$ cat src/core/timer_consts.svh
// Constants for the six-module timer block: sizes, field codes and counts.
`ifndef TIMER_CONSTS_SVH
`define TIMER_CONSTS_SVH

// ----------------------------------------------------------------------------
// Sizes
// ----------------------------------------------------------------------------
`define TM_COUNT        6
`define TM_PERIODIC_CNT 5
`define TM_STD_INDEX    0
`define TM_CNT_W        16
`define TM_RP_STD_W     8
`define TM_PRE_W        6

// ----------------------------------------------------------------------------
// Clock select codes (clock_select_field)
// ----------------------------------------------------------------------------
`define CKS_SYS_DIV4    3'h0
`define CKS_SYS         3'h1
`define CKS_HIGH_DIV16  3'h2
`define CKS_HIGH_DIV64  3'h3
`define CKS_SUB_A       3'h4
`define CKS_SUB_B       3'h5
`define CKS_EXT_RISE    3'h6
`define CKS_EXT_FALL    3'h7

// Prescaler masks: a tick when the masked prescaler bits are all zero
`define PRE_MASK_DIV4   6'h03
`define PRE_MASK_DIV16  6'h0f
`define PRE_MASK_DIV64  6'h3f

// ----------------------------------------------------------------------------
// Operating mode codes
// ----------------------------------------------------------------------------
`define MODE_COMPARE    2'h0
`define MODE_CAPTURE    2'h1
`define MODE_PWM        2'h2
`define MODE_TIMER      2'h3

// ----------------------------------------------------------------------------
// Pin function codes (pin_function_field)
// ----------------------------------------------------------------------------
`define PF_NONE         2'h0
`define PF_LOW          2'h1
`define PF_HIGH         2'h2
`define PF_TOGGLE       2'h3
`define PF_PWM_INACT    2'h0
`define PF_PWM_ACT      2'h1
`define PF_PWM_OUT      2'h2
`define PF_SINGLE       2'h3
`define PF_CAP_RISE     2'h0
`define PF_CAP_FALL     2'h1
`define PF_CAP_BOTH     2'h2
`define PF_CAP_OFF      2'h3

// ----------------------------------------------------------------------------
// Reset values
// ----------------------------------------------------------------------------
`define CNT_RESET       16'h0000
`define PRE_RESET       6'h00

`endif

$ cat src/core/timer_pkg.sv
// Types shared by the timer block files.
`include "timer_consts.svh"
package timer_pkg;
  typedef logic [`TM_CNT_W-1:0] count_t;
  typedef logic [2:0]           clk_sel_t;
  typedef logic [1:0]           mode_t;
  typedef logic [1:0]           pin_fn_t;
  typedef logic [`TM_PRE_W-1:0] pre_t;
endpackage

$ cat src/core/pin_edge_sync.sv
// Three-stage pin synchroniser with agreed-level edge detection.
module pin_edge_sync (
  input  wire logic clk,   // Timer clock
  input  wire logic rstn,  // Async reset, active low
  input  wire logic pin,   // Asynchronous pin level
  output logic      rise,  // One-cycle pulse on accepted rising edge
  output logic      fall   // One-cycle pulse on accepted falling edge
);
  logic [2:0] sync_q;
  logic [2:0] sync_d;
  logic       level_q;
  logic       level_d;

  // Shift chain; stage 0 is read only by stage 1
  always_comb begin
    sync_d  = {sync_q[1:0], pin};
    level_d = (sync_q[1] == sync_q[2]) ? sync_q[2] : level_q;
  end

  always_ff @(posedge clk or negedge rstn) begin
    if (!rstn) begin
      sync_q  <= 3'h0;
      level_q <= 1'b0;
    end else begin
      sync_q  <= sync_d;
      level_q <= level_d;
    end
  end

  // Edge counts once stages 1 and 2 agree, so a pin edge gives one event
  assign rise = level_d & ~level_q;
  assign fall = ~level_d & level_q;
endmodule

$ cat src/core/timer_modules.sv
// Six timer modules: one standard type and five periodic types.
// Index 0 of every port array is the standard timer; index n+1 is
// periodic timer n.
`include "timer_consts.svh"
module timer_modules (
  input  wire logic                                clk,             // 10 MHz system clock
  input  wire logic                                rstn,            // Async reset, active low
  input  wire logic                                sub_clock_tick,  // Sub clock pulse, same domain
  input  wire logic [`TM_COUNT-1:0]                counter_on,      // Counter-on bit per timer
  input  wire logic [`TM_COUNT-1:0]                pause,           // Counter pause per timer
  input  wire timer_pkg::clk_sel_t [`TM_COUNT-1:0] clock_select,    // Clock select field
  input  wire timer_pkg::mode_t [`TM_COUNT-1:0]    mode,            // Operating mode
  input  wire timer_pkg::pin_fn_t [`TM_COUNT-1:0]  pin_function,    // Pin function field
  input  wire logic [`TM_COUNT-1:0]                out_init,        // Output initial level
  input  wire logic [`TM_COUNT-1:0]                out_invert,      // Output polarity invert
  input  wire logic [`TM_COUNT-1:0]                duty_from_p,     // PWM: 1 = P sets duty
  input  wire logic [`TM_COUNT-1:0]                clear_on_a,      // Clear on A (1) or P (0)
  input  wire logic [`TM_COUNT-1:0]                cap_from_clk,    // Capture from clock pin
  input  wire timer_pkg::count_t [`TM_COUNT-1:0]   compare_a,       // Comparator A value
  input  wire timer_pkg::count_t [`TM_COUNT-1:0]   compare_p,       // Comparator P value
  input  wire logic [`TM_COUNT-1:0]                flag_a_clr,      // Clear A flag, pulse
  input  wire logic [`TM_COUNT-1:0]                flag_p_clr,      // Clear P flag, pulse
  input  wire logic [`TM_COUNT-1:0]                in_pin_sel,      // Input pins select timer
  input  wire logic [`TM_COUNT-1:0]                out_pin_sel,     // Output pin selects timer
  input  wire logic [`TM_COUNT-1:0]                timer_ext_clock_pin, // External clock pins
  input  wire logic [`TM_COUNT-1:0]                timer_capture_pin,   // Capture input pins
  output timer_pkg::count_t [`TM_COUNT-1:0]        count_value,     // Counter value
  output timer_pkg::count_t [`TM_COUNT-1:0]        capture_value,   // Last captured count
  output logic [`TM_COUNT-1:0]                     flag_a,          // Comparator A interrupt
  output logic [`TM_COUNT-1:0]                     flag_p,          // Comparator P interrupt
  output logic [`TM_COUNT-1:0]                     timer_output_pin, // Output pin level
  output logic [`TM_COUNT-1:0]                     timer_output_oe   // Output pin drive enable
);
  import timer_pkg::*;

  // --------------------------------------------------------------------------
  // Shared prescaler
  // --------------------------------------------------------------------------
  pre_t pre_q;
  pre_t pre_d;

  // Free-running divider; fH is taken equal to the system clock here
  always_comb begin
    pre_d = pre_q + pre_t'(1);
  end

  always_ff @(posedge clk or negedge rstn) begin
    if (!rstn) begin
      pre_q <= `PRE_RESET;
    end else begin
      pre_q <= pre_d;
    end
  end

  // --------------------------------------------------------------------------
  // Per-timer logic
  // --------------------------------------------------------------------------
  genvar gi;
  generate
    for (gi = 0; gi < `TM_COUNT; gi++) begin : g_tm
      logic   ck_rise;
      logic   ck_fall;
      logic   cp_rise;
      logic   cp_fall;
      logic   tick;
      logic   match_a;
      logic   match_p;
      logic   on_rise;
      logic   cap_evt;
      logic   trig;
      logic   duty_hit;
      logic   period_hit;
      count_t cnt_q;
      count_t cnt_d;
      count_t cap_q;
      count_t cap_d;
      logic   fa_q;
      logic   fa_d;
      logic   fp_q;
      logic   fp_d;
      logic   on_q;
      logic   out_q;
      logic   out_d;
      logic   oe_q;
      logic   oe_d;
      logic   pulse_q;
      logic   pulse_d;

      // Synchronise both input pins
      pin_edge_sync u_ck_sync (
        .clk  (clk),
        .rstn (rstn),
        .pin  (timer_ext_clock_pin[gi]),
        .rise (ck_rise),
        .fall (ck_fall)
      );

      pin_edge_sync u_cp_sync (
        .clk  (clk),
        .rstn (rstn),
        .pin  (timer_capture_pin[gi]),
        .rise (cp_rise),
        .fall (cp_fall)
      );

      // Count tick from the selected source
      always_comb begin
        case (clock_select[gi])
          `CKS_SYS_DIV4:   tick = (pre_q & `PRE_MASK_DIV4) == `PRE_RESET;
          `CKS_SYS:        tick = 1'b1;
          `CKS_HIGH_DIV16: tick = (pre_q & `PRE_MASK_DIV16) == `PRE_RESET;
          `CKS_HIGH_DIV64: tick = (pre_q & `PRE_MASK_DIV64) == `PRE_RESET;
          `CKS_SUB_A:      tick = sub_clock_tick;
          `CKS_SUB_B:      tick = sub_clock_tick;
          `CKS_EXT_RISE:   tick = in_pin_sel[gi] & ck_rise;
          `CKS_EXT_FALL:   tick = in_pin_sel[gi] & ck_fall;
          default:         tick = 1'b0;
        endcase
      end

      // Comparators; the standard P comparator sees only the counter high byte
      always_comb begin
        if (gi == `TM_STD_INDEX) begin
          match_p = cnt_q[`TM_CNT_W-1 -: `TM_RP_STD_W] ==
                    compare_p[gi][`TM_RP_STD_W-1:0];
        end else begin
          match_p = cnt_q == compare_p[gi];
        end
        match_a = cnt_q == compare_a[gi];
      end

      // Events: counter-on rise, capture edge, single pulse trigger
      always_comb begin
        on_rise = counter_on[gi] & ~on_q;
        cap_evt = 1'b0;
        if (in_pin_sel[gi]) begin
          if ((gi != `TM_STD_INDEX) && cap_from_clk[gi]) begin
            case (pin_function[gi])
              `PF_CAP_RISE: cap_evt = ck_rise;
              `PF_CAP_FALL: cap_evt = ck_fall;
              `PF_CAP_BOTH: cap_evt = ck_rise | ck_fall;
              default:      cap_evt = 1'b0;
            endcase
          end else begin
            case (pin_function[gi])
              `PF_CAP_RISE: cap_evt = cp_rise;
              `PF_CAP_FALL: cap_evt = cp_fall;
              `PF_CAP_BOTH: cap_evt = cp_rise | cp_fall;
              default:      cap_evt = 1'b0;
            endcase
          end
        end
        trig = in_pin_sel[gi] & ck_rise;
      end

      // Counter: a counter-on rise or a clearing A or P match loads it, to zero
      always_comb begin
        cnt_d = cnt_q;
        if (on_rise) begin
          cnt_d = `CNT_RESET;
        end else if (counter_on[gi] && !pause[gi] && tick) begin
          if ((clear_on_a[gi] && match_a) || (!clear_on_a[gi] && match_p)) begin
            cnt_d = `CNT_RESET;
          end else begin
            cnt_d = cnt_q + count_t'(1);
          end
        end
      end

      // Capture register and sticky match flags; a new event beats a clear
      always_comb begin
        cap_d = cap_q;
        fa_d  = fa_q & ~flag_a_clr[gi];
        fp_d  = fp_q & ~flag_p_clr[gi];
        if (mode[gi] == `MODE_CAPTURE) begin
          if (counter_on[gi] && cap_evt) begin
            cap_d = cnt_q;
            fa_d  = 1'b1;
          end
        end else if (counter_on[gi] && tick && match_a) begin
          fa_d = 1'b1;
        end
        if (counter_on[gi] && tick && match_p) begin
          fp_d = 1'b1;
        end
      end

      // PWM: duty or period comes from one comparator, never both
      always_comb begin
        if (duty_from_p[gi]) begin
          duty_hit   = match_p;
          period_hit = match_a;
        end else begin
          duty_hit   = match_a;
          period_hit = match_p;
        end
      end

      // Output pin behaviour by mode; drive only when selected
      always_comb begin
        out_d   = out_q;
        pulse_d = pulse_q;
        oe_d    = out_pin_sel[gi] && (mode[gi] != `MODE_TIMER);
        if (on_rise) begin
          out_d   = out_init[gi];
          pulse_d = 1'b0;
        end else if (!counter_on[gi]) begin
          out_d = out_q;
        end else begin
          case (mode[gi])
            `MODE_COMPARE: begin
              if (tick && match_a) begin
                case (pin_function[gi])
                  `PF_LOW:    out_d = 1'b0 ^ out_invert[gi];
                  `PF_HIGH:   out_d = 1'b1 ^ out_invert[gi];
                  `PF_TOGGLE: out_d = ~out_q;
                  default:    out_d = out_q;
                endcase
              end
            end
            `MODE_PWM: begin
              case (pin_function[gi])
                `PF_PWM_INACT: out_d = out_invert[gi];
                `PF_PWM_ACT:   out_d = ~out_invert[gi];
                `PF_PWM_OUT: begin
                  // Active from period start until the duty match
                  if (tick && period_hit) begin
                    out_d = ~out_invert[gi];
                  end else if (tick && duty_hit) begin
                    out_d = out_invert[gi];
                  end
                end
                `PF_SINGLE: begin
                  // Pulse starts on pin trigger, ends on comparator A match
                  if (trig && !pulse_q) begin
                    pulse_d = 1'b1;
                    out_d   = ~out_invert[gi];
                  end else if (pulse_q && tick && match_a) begin
                    pulse_d = 1'b0;
                    out_d   = out_invert[gi];
                  end
                end
                default: out_d = out_q;
              endcase
            end
            default: out_d = out_q;
          endcase
        end
      end

      // State registers for this timer
      always_ff @(posedge clk or negedge rstn) begin
        if (!rstn) begin
          cnt_q   <= `CNT_RESET;
          cap_q   <= `CNT_RESET;
          fa_q    <= 1'b0;
          fp_q    <= 1'b0;
          on_q    <= 1'b0;
          out_q   <= 1'b0;
          oe_q    <= 1'b0;
          pulse_q <= 1'b0;
        end else begin
          cnt_q   <= cnt_d;
          cap_q   <= cap_d;
          fa_q    <= fa_d;
          fp_q    <= fp_d;
          on_q    <= counter_on[gi];
          out_q   <= out_d;
          oe_q    <= oe_d;
          pulse_q <= pulse_d;
        end
      end

      // Every output is a flip-flop
      assign count_value[gi]      = cnt_q;
      assign capture_value[gi]    = cap_q;
      assign flag_a[gi]           = fa_q;
      assign flag_p[gi]           = fp_q;
      assign timer_output_pin[gi] = out_q;
      assign timer_output_oe[gi]  = oe_q;
    end
  endgenerate
endmodule

$ cat config.mk
export PLATFORM = sky130hd
export DESIGN_NAME = timer_modules
export DESIGN_NICKNAME = d
export VERILOG_FILES = /design/src/core/timer_pkg.sv /design/src/core/pin_edge_sync.sv /design/src/core/timer_modules.sv
export VERILOG_INCLUDE_DIRS = /design/src /design/src/core
export SDC_FILE = /design/constraint.sdc
export NUM_CORES = 1
export LEC_CHECK = 0
export BUFFER_PORTS_ARGS = -buffer_cell sky130_fd_sc_hd__clkbuf_2
export CAP_MARGIN = 20
export CORE_AREA = 2 2 204 206
export DETAILED_ROUTE_END_ITERATION = 7
export DIE_AREA = 0 0 206 208
export PLACE_DENSITY = 0.68
export SYNTH_ARGS = -nofsm -noshare
export SYNTH_HDL_FRONTEND = slang
export SYNTH_SLANG_ARGS = --single-unit
$ cat constraint.sdc
create_clock -name clk -period 2.75 [get_ports clk]
set_input_delay 0.55 -clock clk [delete_from_list [all_inputs] [get_ports clk]]
set_output_delay 0.55 -clock clk [all_outputs]
set_load 0.05 [all_outputs]
==> results.sh, run 1 <==
export IMPL_status="finished clean"
export IMPL_cap_violations=0
export IMPL_grt_overflow_total=0
export IMPL_grt_max_degree=82
export IMPL_synth_simple_gate_area_share_pct=15.6
export IMPL_fin_skew_ps=13.7
export IMPL_worstMarginPinSlew_ps=716
export IMPL_yosys_warnings=0
export IMPL_drtIter0Drc=828
export IMPL_place_ws_ps=-110
export IMPL_start_kind="flip-flop"
export IMPL_rr_worst_depth=9
export IMPL_io_pins=531
export IMPL_die_w_um=206
export IMPL_wl_per_cell_um=18.2
export IMPL_final_common_cell="clkbuf_2"
export IMPL_core_sq_um=40600
export IMPL_drive_gt1_share_pct=36.9
export IMPL_endpoint_kind="flip-flop"
export IMPL_grt_antenna_before_repair=4
export IMPL_rsz0062_at_grt="true"
export IMPL_critical_path_max_fanout=4
export IMPL_synth_xor_area_share_pct=11.2
export IMPL_cts_made_buffers=35
export IMPL_drv_slew=0
export IMPL_hpwl_mm=39.8
export IMPL_cts_tree="yes"
export IMPL_area_delta_synth_final_pct=30.6
export IMPL_avgSynthCellArea_sq_um=9.84
export IMPL_timing_slew_headroom_pct=52.3
export IMPL_drt_pass1_iter_count=6
export IMPL_routed_wl_mm=50.8
export IMPL_grt_pass1_wl_mm=78.8
export IMPL_utilization_pct=52.7
export IMPL_r2r_start="pre_q[0]$_DFF_PN0_"
export IMPL_htree_levels=2
export IMPL_synth_area_sq_um=16400
export IMPL_met3_length_mm=3.41
export IMPL_clkSinkCount=282
export IMPL_fin_crit_sh_pct=99.2
export IMPL_dr_total_vias=14900
export IMPL_synth_compound_area_share_pct=13.5
export IMPL_final_setup_worst_slack_ps=23.3
export IMPL_tns_ps=0
export IMPL_critPathKind="flip-flop to flip-flop"
export IMPL_synth_top_area_share_pct=43.1
export IMPL_grt_pass1_vias=14700
export IMPL_met2WireLength_mm=25.6
export IMPL_reg2reg_to="g_tm[2].out_q$_DFFE_PN0P_"
export IMPL_hold_path_class="input pin to async pin"
export IMPL_met1_length_mm=20.4
export IMPL_synth_flop_cell="dfrtp_1"
export IMPL_synth_fp_nets=2028
export IMPL_drc=0
export IMPL_yosysTopAreaCell="dfrtp_1"
export IMPL_synthAdderAreaFrac_pct=3.82
export IMPL_finalSetupViolCount=0
export IMPL_grt_usage_pct=23.1
export IMPL_cts_root_buf="clkbuf_16"
export IMPL_yosys_top_cells_area="dfrtp_1 (43%), xor2_1 (11%), mux2_2 (7.4%)"
export IMPL_die_h_um=208
export IMPL_start_util_pct=40.4
export IMPL_synth_cell_types=78
export IMPL_worstPathRequired_ps=3170
export IMPL_die_area_sq_um=42800
export IMPL_rrSetupSlack_ps=20
export IMPL_synth_edf_count=0
export IMPL_worstPathArrival_ps=3150
export IMPL_final_cell_area_sq_um=21400
export IMPL_min_period_ps=2730
export IMPL_row_count=74
export IMPL_synth_seq_cells=282
export IMPL_viasPerCell=5.35
export IMPL_synthCells=1663
export IMPL_io_buffer_count=521
export IMPL_final_nets=2601
export IMPL_top_layer_used="met5"
export IMPL_synth_top_family_by_area="simple AND/OR/NAND/NOR gates"
export IMPL_synthMuxAreaShare_pct=8.23
export IMPL_gp_congestion=0.886
export IMPL_clk_pin_slew_worst_paths_ps=60
export IMPL_powerDensity_nw_per_um2=548
export IMPL_p_leak_nw=11.1
export IMPL_hold_viol=0
export IMPL_ir_drop_v=0.000476
export IMPL_postRouteAntennaNets=0
export IMPL_cts_hold_buf=0
export IMPL_hold_worst_slack_ps=8.84
export IMPL_ys_seq_area_share_pct=43.1
export IMPL_place_area_sq_um=20100
export IMPL_cts_buffer_depth=3
export IMPL_synthArstFlopShare_pct=100
export IMPL_fmax_mhz=367
export IMPL_worstSkewPairLatency_ps=540
export IMPL_layout_common_cells="clkbuf_2 (520), dfrtp_1 (282), xor2_1 (204)"
[synthesized netlist by cell type, types with 9 or more instances]
cell type  number
nor2_1         87
nor3_1         23
and3_1         36
nand2_1       119
clkbuf_1       58
ha_1           50
a211oi_1        9
o21ai_0       139
mux2i_1        12
nand4_1        29
a41oi_1        10
a21oi_1        34
dfrtp_1       282
xor2_1        204
buf_4          24
o31ai_1        26
a21o_1         12
nand2b_1       25
buf_2           9
inv_1          78
mux2_2        108
nand3_1        53
o22ai_1        11
nor4_1         49
a31oi_1        12
nor2b_1        29
[per-stage QoR]
stage | total power, W | cells
finish | 0.0117 | 2794
global route | 0.0123 | 2794
CTS | 0.0118 | 2791
detailed placement | 0.00725 | 2729
global placement | 0.00718 | 2729
floorplan | 0.00628 | 1663
[where the power goes]
part	internal, W	switching [W]	total (W)
combinational	0.000873	0.00165	0.00252
clock	0.00269	0.00183	0.00452
sequential	0.00440	0.000268	0.00467
total	0.00797	0.00375	0.0117
[cell type report]
cell class | instances | area, sq um
fill | 3704 | 19200
clock buffer | 47 | 1010
inverter | 78 | 293
timing repair buffer | 627 | 3500
tap | 532 | 666
antenna | 1 | 2.50
sequential | 282 | 7060
multi-input combinational | 1212 | 8720
clock inverter | 15 | 119
[what timing repair did]
action | 4_1_cts | 5_1_grt
resized for setup | 3 | 20
setup endpoints to repair | 3 | 57
setup buffers | 0 | 2
pin swaps | 3 | 7
[sequential cells by signal (all words and copies together) (netlist names), 18 cells and up]
register	count
g_tm.cap_q	96
g_tm.cnt_q	96
g_tm.u_ck_sync.sync_q	18
g_tm.u_cp_sync.sync_q	18
[worst max path at each step]
stage	cells after the start	start	to
2_1_floorplan	8	g_tm[2].cnt_q[11]$_DFFE_PN0P_	g_tm[2].out_q$_DFFE_PN0P_
3_3_place_gp	10	pre_q[0]$_DFF_PN0_	g_tm[0].out_q$_DFFE_PN0P_
3_5_place_dp	9	pre_q[0]$_DFF_PN0_	g_tm[2].out_q$_DFFE_PN0P_
4_1_cts	9	pre_q[0]$_DFF_PN0_	g_tm[2].out_q$_DFFE_PN0P_
5_1_grt	9	pre_q[0]$_DFF_PN0_	g_tm[2].out_q$_DFFE_PN0P_
6_report	9	pre_q[0]$_DFF_PN0_	g_tm[2].out_q$_DFFE_PN0P_
[per-layer routing]
layer | vias up | track usage, %
met3 | 92 | 5.50
met4 | 6 | 7.51
met1 | 7284 | 28.2
met5 | - | 0
li1 | 7046 | -
met2 | 509 | 40.1
[cell families after synthesis]
logic type                 after synthesis
xor gates and xnor gates               210
buffers and inverters                  169
adders and majority gates               50
AOI/OAI and AO/OA                      334
and+or+nand+nor                        497
muxes                                  121
DFF                                    282
[critical path, cell delays in order, from the launching register on]
cell	delay, ps
dfrtp_1	390
inv_2	90
ha_4	130
or3b_4	450
a2111oi_4	340
nor2_2	90
o32ai_2	300
mux2_4	330
a32o_1	220
mux2_2	260
Power figures use the tool's default switching activity.
==> run 2, diff against run 1 <==
CORE_AREA = not set   (was 2 2 204 206)
CORE_MARGIN = 2   (was not set)
CORE_UTILIZATION = 35   (was not set)
DIE_AREA = not set   (was 0 0 206 208)
PLACE_DENSITY = not set   (was 0.68)
==> run 2 against run 1 <==
Against the previous run: critical path depth is the same; wire length grew 0.69%; via count shrank 1.0%; non-clock buffer count grew 10; sequential share of layout area shrank 0.42 points; combinational power is essentially flat; clock power grew 11%; hold slack gained 100 ps; cell count grew 3.3%; total power grew 4.3%; largest cell class unchanged; highest routed layer unchanged.
==> results.sh, run 2 (synthesized netlist as in run 1, its figures left out) <==
export IMPL_fmax_mhz=375
export IMPL_cap_violations=0
export IMPL_worstPathArrival_ps=3100
export IMPL_drc=0
export IMPL_p_sw_w=0.00383
export IMPL_powerDensity_nw_per_um2=564
export IMPL_p_comb_share_pct=20.7
export IMPL_tns_ps=0
export IMPL_placedCellCount=2814
export IMPL_wl_per_cell_um=17.7
export IMPL_grt_pass1_vias=14500
export IMPL_hold_path_class="input pin to flip-flop"
export IMPL_htree_levels=2
export IMPL_rr_worst_depth=9
export IMPL_worstSkewPairLatency_ps=540
export IMPL_fin_crit_sh_pct=96.9
export IMPL_drive_gt1_share_pct=37.4
export IMPL_critPathKind="flip-flop to flip-flop"
export IMPL_grt_antenna_before_repair=6
export IMPL_final_cell_area_sq_um=21700
export IMPL_gp_congestion=0.878
export IMPL_dr_total_vias=14800
export IMPL_start_kind="flip-flop"
export IMPL_drv_slew=0
export IMPL_cts_root_buf="clkbuf_16"
export IMPL_r2r_start="pre_q[0]$_DFF_PN0_"
export IMPL_grt_usage_pct=20.5
export IMPL_p_int_w=0.00838
export IMPL_critical_path_max_fanout=4
export IMPL_worstMarginPinSlew_ps=637
export IMPL_grt_max_degree=73
export IMPL_drtIter0Drc=896
export IMPL_grt_overflow_total=0
export IMPL_cts_buffer_depth=3
export IMPL_min_period_ps=2670
export IMPL_switching_share_pct=31.4
export IMPL_layout_common_cells="clkbuf_2 (520), dfrtp_1 (282), xor2_1 (204)"
export IMPL_die_area_sq_um=48500
export IMPL_place_area_sq_um=20300
export IMPL_cts_made_buffers=36
export IMPL_postRouteAntennaNets=0
export IMPL_reg2reg_to="g_tm[2].out_q$_DFFE_PN0P_"
export IMPL_routed_wl_mm=51.2
export IMPL_clk_pin_slew_worst_paths_ps=60
export IMPL_p_clk_share_pct=41.2
export IMPL_final_common_cell="clkbuf_2"
export IMPL_core_sq_um=46400
export IMPL_ir_drop_v=0.000489
export IMPL_finalSetupViolCount=0
export IMPL_area_delta_synth_final_pct=32.3
export IMPL_io_buffer_count=521
export IMPL_hpwl_mm=39.9
export IMPL_fin_skew_ps=18.4
export IMPL_rrSetupSlack_ps=80
export IMPL_status="finished clean"
export IMPL_timing_slew_headroom_pct=57.2
export IMPL_row_count=79
export IMPL_startpoint="pre_q[0]$_DFF_PN0_"
export IMPL_die_w_um=220
export IMPL_reg_largest_list="g_tm.cap_q: 96 flops, g_tm.cnt_q: 96 flops"
export IMPL_die_h_um=220
export IMPL_cts_tree="yes"
export IMPL_drt_pass1_iter_count=6
export IMPL_final_nets=2612
export IMPL_grt_pass1_wl_mm=78.7
export IMPL_endpoint_kind="flip-flop"
export IMPL_start_util_pct=35.3
export IMPL_crit_end="g_tm[2].out_q$_DFFE_PN0P_"
export IMPL_hold_viol=0
export IMPL_io_pins=531
export IMPL_viasPerCell=5.13
export IMPL_seqPwrFrac_pct=38.2
export IMPL_worstPathRequired_ps=3180
export IMPL_fin_cells=2885
export IMPL_p_leak_nw=11.2
export IMPL_clkSinkCount=282
export IMPL_rsz0062_at_grt="true"
[run 2: cell types whose count changed in the layout (fill, tap and decap cells not counted), sizes merged]
cell	before	now
clkbuf	567	562
buf	107	116
dlygate4sd3	0	1
clkinv	10	9
clkinvlp	3	5
bufinv	1	6
inv	79	81
diode	1	4
[run 2: repair_timing]
| action | 4_1_cts | 5_1_grt |
|---|---|---|
| endpoints found under the setup margin | 15 | 56 |
| hold buffers | 1 | 0 |
| setup buffers | 0 | 1 |
| hold endpoints to repair | 9 | 0 |
| cloned | 0 | 0 |
| resized for setup | 7 | 22 |
| pin swaps | 3 | 8 |
[run 2: through the flow]
step,hold WS [ps],worst slack [ps],utilization [%],total power (W)
final,113,84.2,46.7,0.0122
after global routing,85.8,-0.790,46.7,0.0128
after CTS,73.3,-6.09,46.5,0.0124
after detailed placement,335,-122,43.7,0.00725
after global placement,333,-72.2,43.7,0.00719
after floorplan,254,1.48,-,0.00628
[run 2: layout make-up]
| cell class | instances | area [sq um] |
|---|---|---|
| Fill cell | 4423 | 24700 |
| Multi-Input combinational cell | 1212 | 8730 |
| Sequential cell | 282 | 7060 |
| Timing Repair Buffer | 637 | 3540 |
| Clock buffer | 42 | 965 |
| Tap cell | 607 | 759 |
| Clock inverter | 23 | 297 |
| Inverter | 78 | 293 |
| Antenna cell | 4 | 10.0 |
[run 2: worst min path at each step]
stage                     slack, ps                               endpoint                                   from  cells after the start
after floorplan                 250           g_tm[0].cap_q[0]$_DFFE_PN0P_                                   rstn                      0
after global placement          330  g_tm[1].u_cp_sync.sync_q[1]$_DFF_PN0_  g_tm[1].u_cp_sync.sync_q[0]$_DFF_PN0_                      0
after detailed placement        330  g_tm[2].u_ck_sync.sync_q[1]$_DFF_PN0_  g_tm[2].u_ck_sync.sync_q[0]$_DFF_PN0_                      0
after CTS                        70  g_tm[3].u_cp_sync.sync_q[0]$_DFF_PN0_                   timer_capture_pin[3]                      1
after global routing             90  g_tm[3].u_cp_sync.sync_q[0]$_DFF_PN0_                   timer_capture_pin[3]                      1
final                           110  g_tm[3].u_ck_sync.sync_q[0]$_DFF_PN0_                 timer_ext_clock_pin[3]                      1
[run 2: power groups by stage]
stage	clock (W)	sequential, W	combinational, W
finish	0.00503	0.00466	0.00253
global route	0.00537	0.00470	0.00275
CTS	0.00519	0.00466	0.00253
detailed placement	0	0.00473	0.00252
global placement	0	0.00472	0.00247
floorplan	0	0.00525	0.00102
[run 2: routing by layer]
layer	up-vias	track usage [%]	wire (um)
met5	-	0	43
met4	6	7.05	1390
met3	95	4.43	3210
met2	431	34.6	24900
met1	7166	26.0	21700
li1	7088	-	-
[run 2: critical path: stages (launching register included)]
cell       delay, ps
dfrtp_1          380
inv_2             80
ha_4             130
or3b_4           460
a2111oi_4        290
nor2_2           100
o32ai_2          310
mux2_4           330
a32o_1           210
mux2_2           250
==> run 3, diff against run 2 <==
CORE_ASPECT_RATIO = 1.5   (was not set)
==> run 3 against run 2 <==
Against the previous run: clock power fell by 18%; non-clock buffer count rose by 8; fmax fell by 1.3%; utilization fell by 0.50 points; register-to-register slack got worse by 40 ps; total power fell by 7.3%; largest power group is now registers.
==> results.sh, run 3 (synthesized netlist as in run 1, its figures left out) <==
export IMPL_status="finished clean"
export IMPL_seqPwrFrac_pct=41.2
export IMPL_r2r_start="pre_q[0]$_DFF_PN0_"
export IMPL_hold_depth=1
export IMPL_row_count=97
export IMPL_hold_viol=0
export IMPL_start_util_pct=35.2
export IMPL_grt_antenna_before_repair=5
export IMPL_clkSinkCount=282
export IMPL_final_setup_worst_slack_ps=48.6
export IMPL_viasPerCell=5.19
export IMPL_cts_tree="yes"
export IMPL_worstPathRequired_ps=3210
export IMPL_p_leak_nw=11.1
export IMPL_utilization_pct=46.2
export IMPL_worstSkewPairLatency_ps=580
export IMPL_drv_slew=0
export IMPL_htree_levels=1
export IMPL_hold_worst_slack_ps=69.2
export IMPL_cap_violations=0
export IMPL_gp_congestion=0.899
export IMPL_finalSetupViolCount=0
export IMPL_die_area_sq_um=48600
export IMPL_min_to="g_tm[1].u_cp_sync.sync_q[0]$_DFF_PN0_"
export IMPL_endpoint_kind="flip-flop"
export IMPL_reg_largest_list="g_tm.cap_q: 96 flops, g_tm.cnt_q: 96 flops"
export IMPL_grt_pass1_vias=15100
export IMPL_drc=0
export IMPL_p_clk_share_pct=36.3
export IMPL_grt_usage_pct=20.2
export IMPL_grt_overflow_total=0
export IMPL_routed_wl_mm=51.3
export IMPL_final_common_cell="clkbuf_2"
export IMPL_final_nets=2615
export IMPL_grt_max_degree=71
export IMPL_core_sq_um=46500
export IMPL_fin_skew_ps=16.4
export IMPL_p_sw_w=0.00366
export IMPL_critPathKind="flip-flop to flip-flop"
export IMPL_layout_common_cells="clkbuf_2 (520), dfrtp_1 (282), xor2_1 (204)"
export IMPL_reg2reg_to="g_tm[1].out_q$_DFFE_PN0P_"
export IMPL_clk_pin_slew_worst_paths_ps=70
export IMPL_die_w_um=181
export IMPL_fmax_mhz=370
export IMPL_drtIter0Drc=636
export IMPL_cts_made_buffers=31
export IMPL_postRouteAntennaNets=0
export IMPL_min_period_ps=2700
export IMPL_n_fill_cell=4473
export IMPL_cts_buffer_depth=3
export IMPL_drive_gt1_share_pct=37.1
export IMPL_min_from="timer_capture_pin[1]"
export IMPL_timing_slew_headroom_pct=56.2
export IMPL_powerDensity_nw_per_um2=527
export IMPL_start_kind="flip-flop"
export IMPL_wl_per_cell_um=17.9
export IMPL_hpwl_mm=40.5
export IMPL_drt_pass1_iter_count=5
export IMPL_rrSetupSlack_ps=50
export IMPL_worstMarginPinSlew_ps=653
export IMPL_p_int_w=0.00766
export IMPL_grt_pass1_wl_mm=79.4
export IMPL_tns_ps=0
export IMPL_io_buffer_count=521
export IMPL_rr_worst_depth=9
export IMPL_critical_path_max_fanout=4
export IMPL_place_ws_ps=-124
export IMPL_ir_drop_v=0.000586
export IMPL_p_comb_share_pct=22.5
export IMPL_fin_crit_sh_pct=98.2
export IMPL_dr_total_vias=14900
export IMPL_io_pins=531
export IMPL_area_delta_synth_final_pct=31.2
export IMPL_hold_path_class="input pin to flip-flop"
export IMPL_worstPathArrival_ps=3160
export IMPL_rsz0062_at_grt="true"
export IMPL_cts_root_buf="clkbuf_16"
export IMPL_die_h_um=269
export IMPL_switching_share_pct=32.3
## run 3: cell count changes in the layout (fill, tap and decap cells not counted), moves of 2 or more
| cell | before | now |
|---|---|---|
| buf_12 | 4 | 8 |
| buf_4 | 110 | 113 |
| bufinv_16 | 6 | 1 |
| clkbuf_1 | 3 | 6 |
| clkbuf_16 | 37 | 31 |
| clkbuf_8 | 2 | 8 |
| clkinv_2 | 7 | 5 |
| clkinvlp_4 | 5 | 0 |
| o21ai_0 | 134 | 136 |
| o21ai_2 | 2 | 0 |
## run 3: worst max path at each step
stage | depth (start not counted) | from | endpoint
after global placement | 9 | pre_q[0]$_DFF_PN0_ | g_tm[2].out_q$_DFFE_PN0P_
after CTS | 9 | pre_q[0]$_DFF_PN0_ | g_tm[2].out_q$_DFFE_PN0P_
after detailed placement | 9 | pre_q[0]$_DFF_PN0_ | g_tm[2].out_q$_DFFE_PN0P_
after global routing | 10 | pre_q[0]$_DFF_PN0_ | g_tm[1].out_q$_DFFE_PN0P_
final | 9 | pre_q[0]$_DFF_PN0_ | g_tm[1].out_q$_DFFE_PN0P_
after floorplan | 8 | g_tm[2].cnt_q[11]$_DFFE_PN0P_ | g_tm[2].out_q$_DFFE_PN0P_
## run 3: timing repair
| action | in CTS | in global routing |
|---|---|---|
| buffers inserted | 0 | 5 |
| resized for setup | 7 | 21 |
| hold endpoints to repair | 40 | 0 |
| hold buffers | 1 | 0 |
| setup endpoints to repair | 21 | 37 |
| pin swaps | 2 | 10 |
| gates cloned | 0 | 1 |
## run 3: layout make-up
cell class	count	area, sq um	area share, %
timing repair buffer	645	3650	17.0
clock buffer	45	908	4.23
sequential	282	7060	32.8
tap	594	743	3.46
multi-input combinational	1212	8730	40.7
inverter	78	293	1.36
clock inverter	9	81.3	0.379
antenna	5	12.5	0.0582
## run 3: layer usage
layer | vias up | wire [um] | global-route usage (%)
li1 | 7052 | - | -
met2 | 483 | 27500 | 38.6
met3 | 140 | 2540 | 3.17
met1 | 7229 | 18900 | 21.8
met4 | 4 | 2230 | 9.52
met5 | - | 25 | 0
## run 3: worst max-delay path: stages, from the launching register on
cell       delay [ps]
dfrtp_1           390
inv_2              80
ha_4              130
or3b_4            460
a2111oi_4         390
nor2_2             90
or2_4             270
o311ai_2          270
o311ai_2          170
mux2_1            330
## run 3: metrics by stage
step                      total power (W)  std cells  cell area, sq um
final                              0.0113       2870             21500
after floorplan                   0.00628       1663             16400
after CTS                          0.0115       2859             21300
after global placement            0.00722       2804             20300
after detailed placement          0.00727       2804             20300
after global routing               0.0119       2869             21500
## run 3: power by group through the flow
stage / Clock [W] / Combinational, W / Sequential, W
floorplan: 0 / 0.00102 / 0.00525
global placement: 0 / 0.00249 / 0.00473
detailed placement: 0 / 0.00253 / 0.00474
CTS: 0.00425 / 0.00254 / 0.00466
global route: 0.00442 / 0.00277 / 0.00470
finish: 0.00411 / 0.00255 / 0.00467
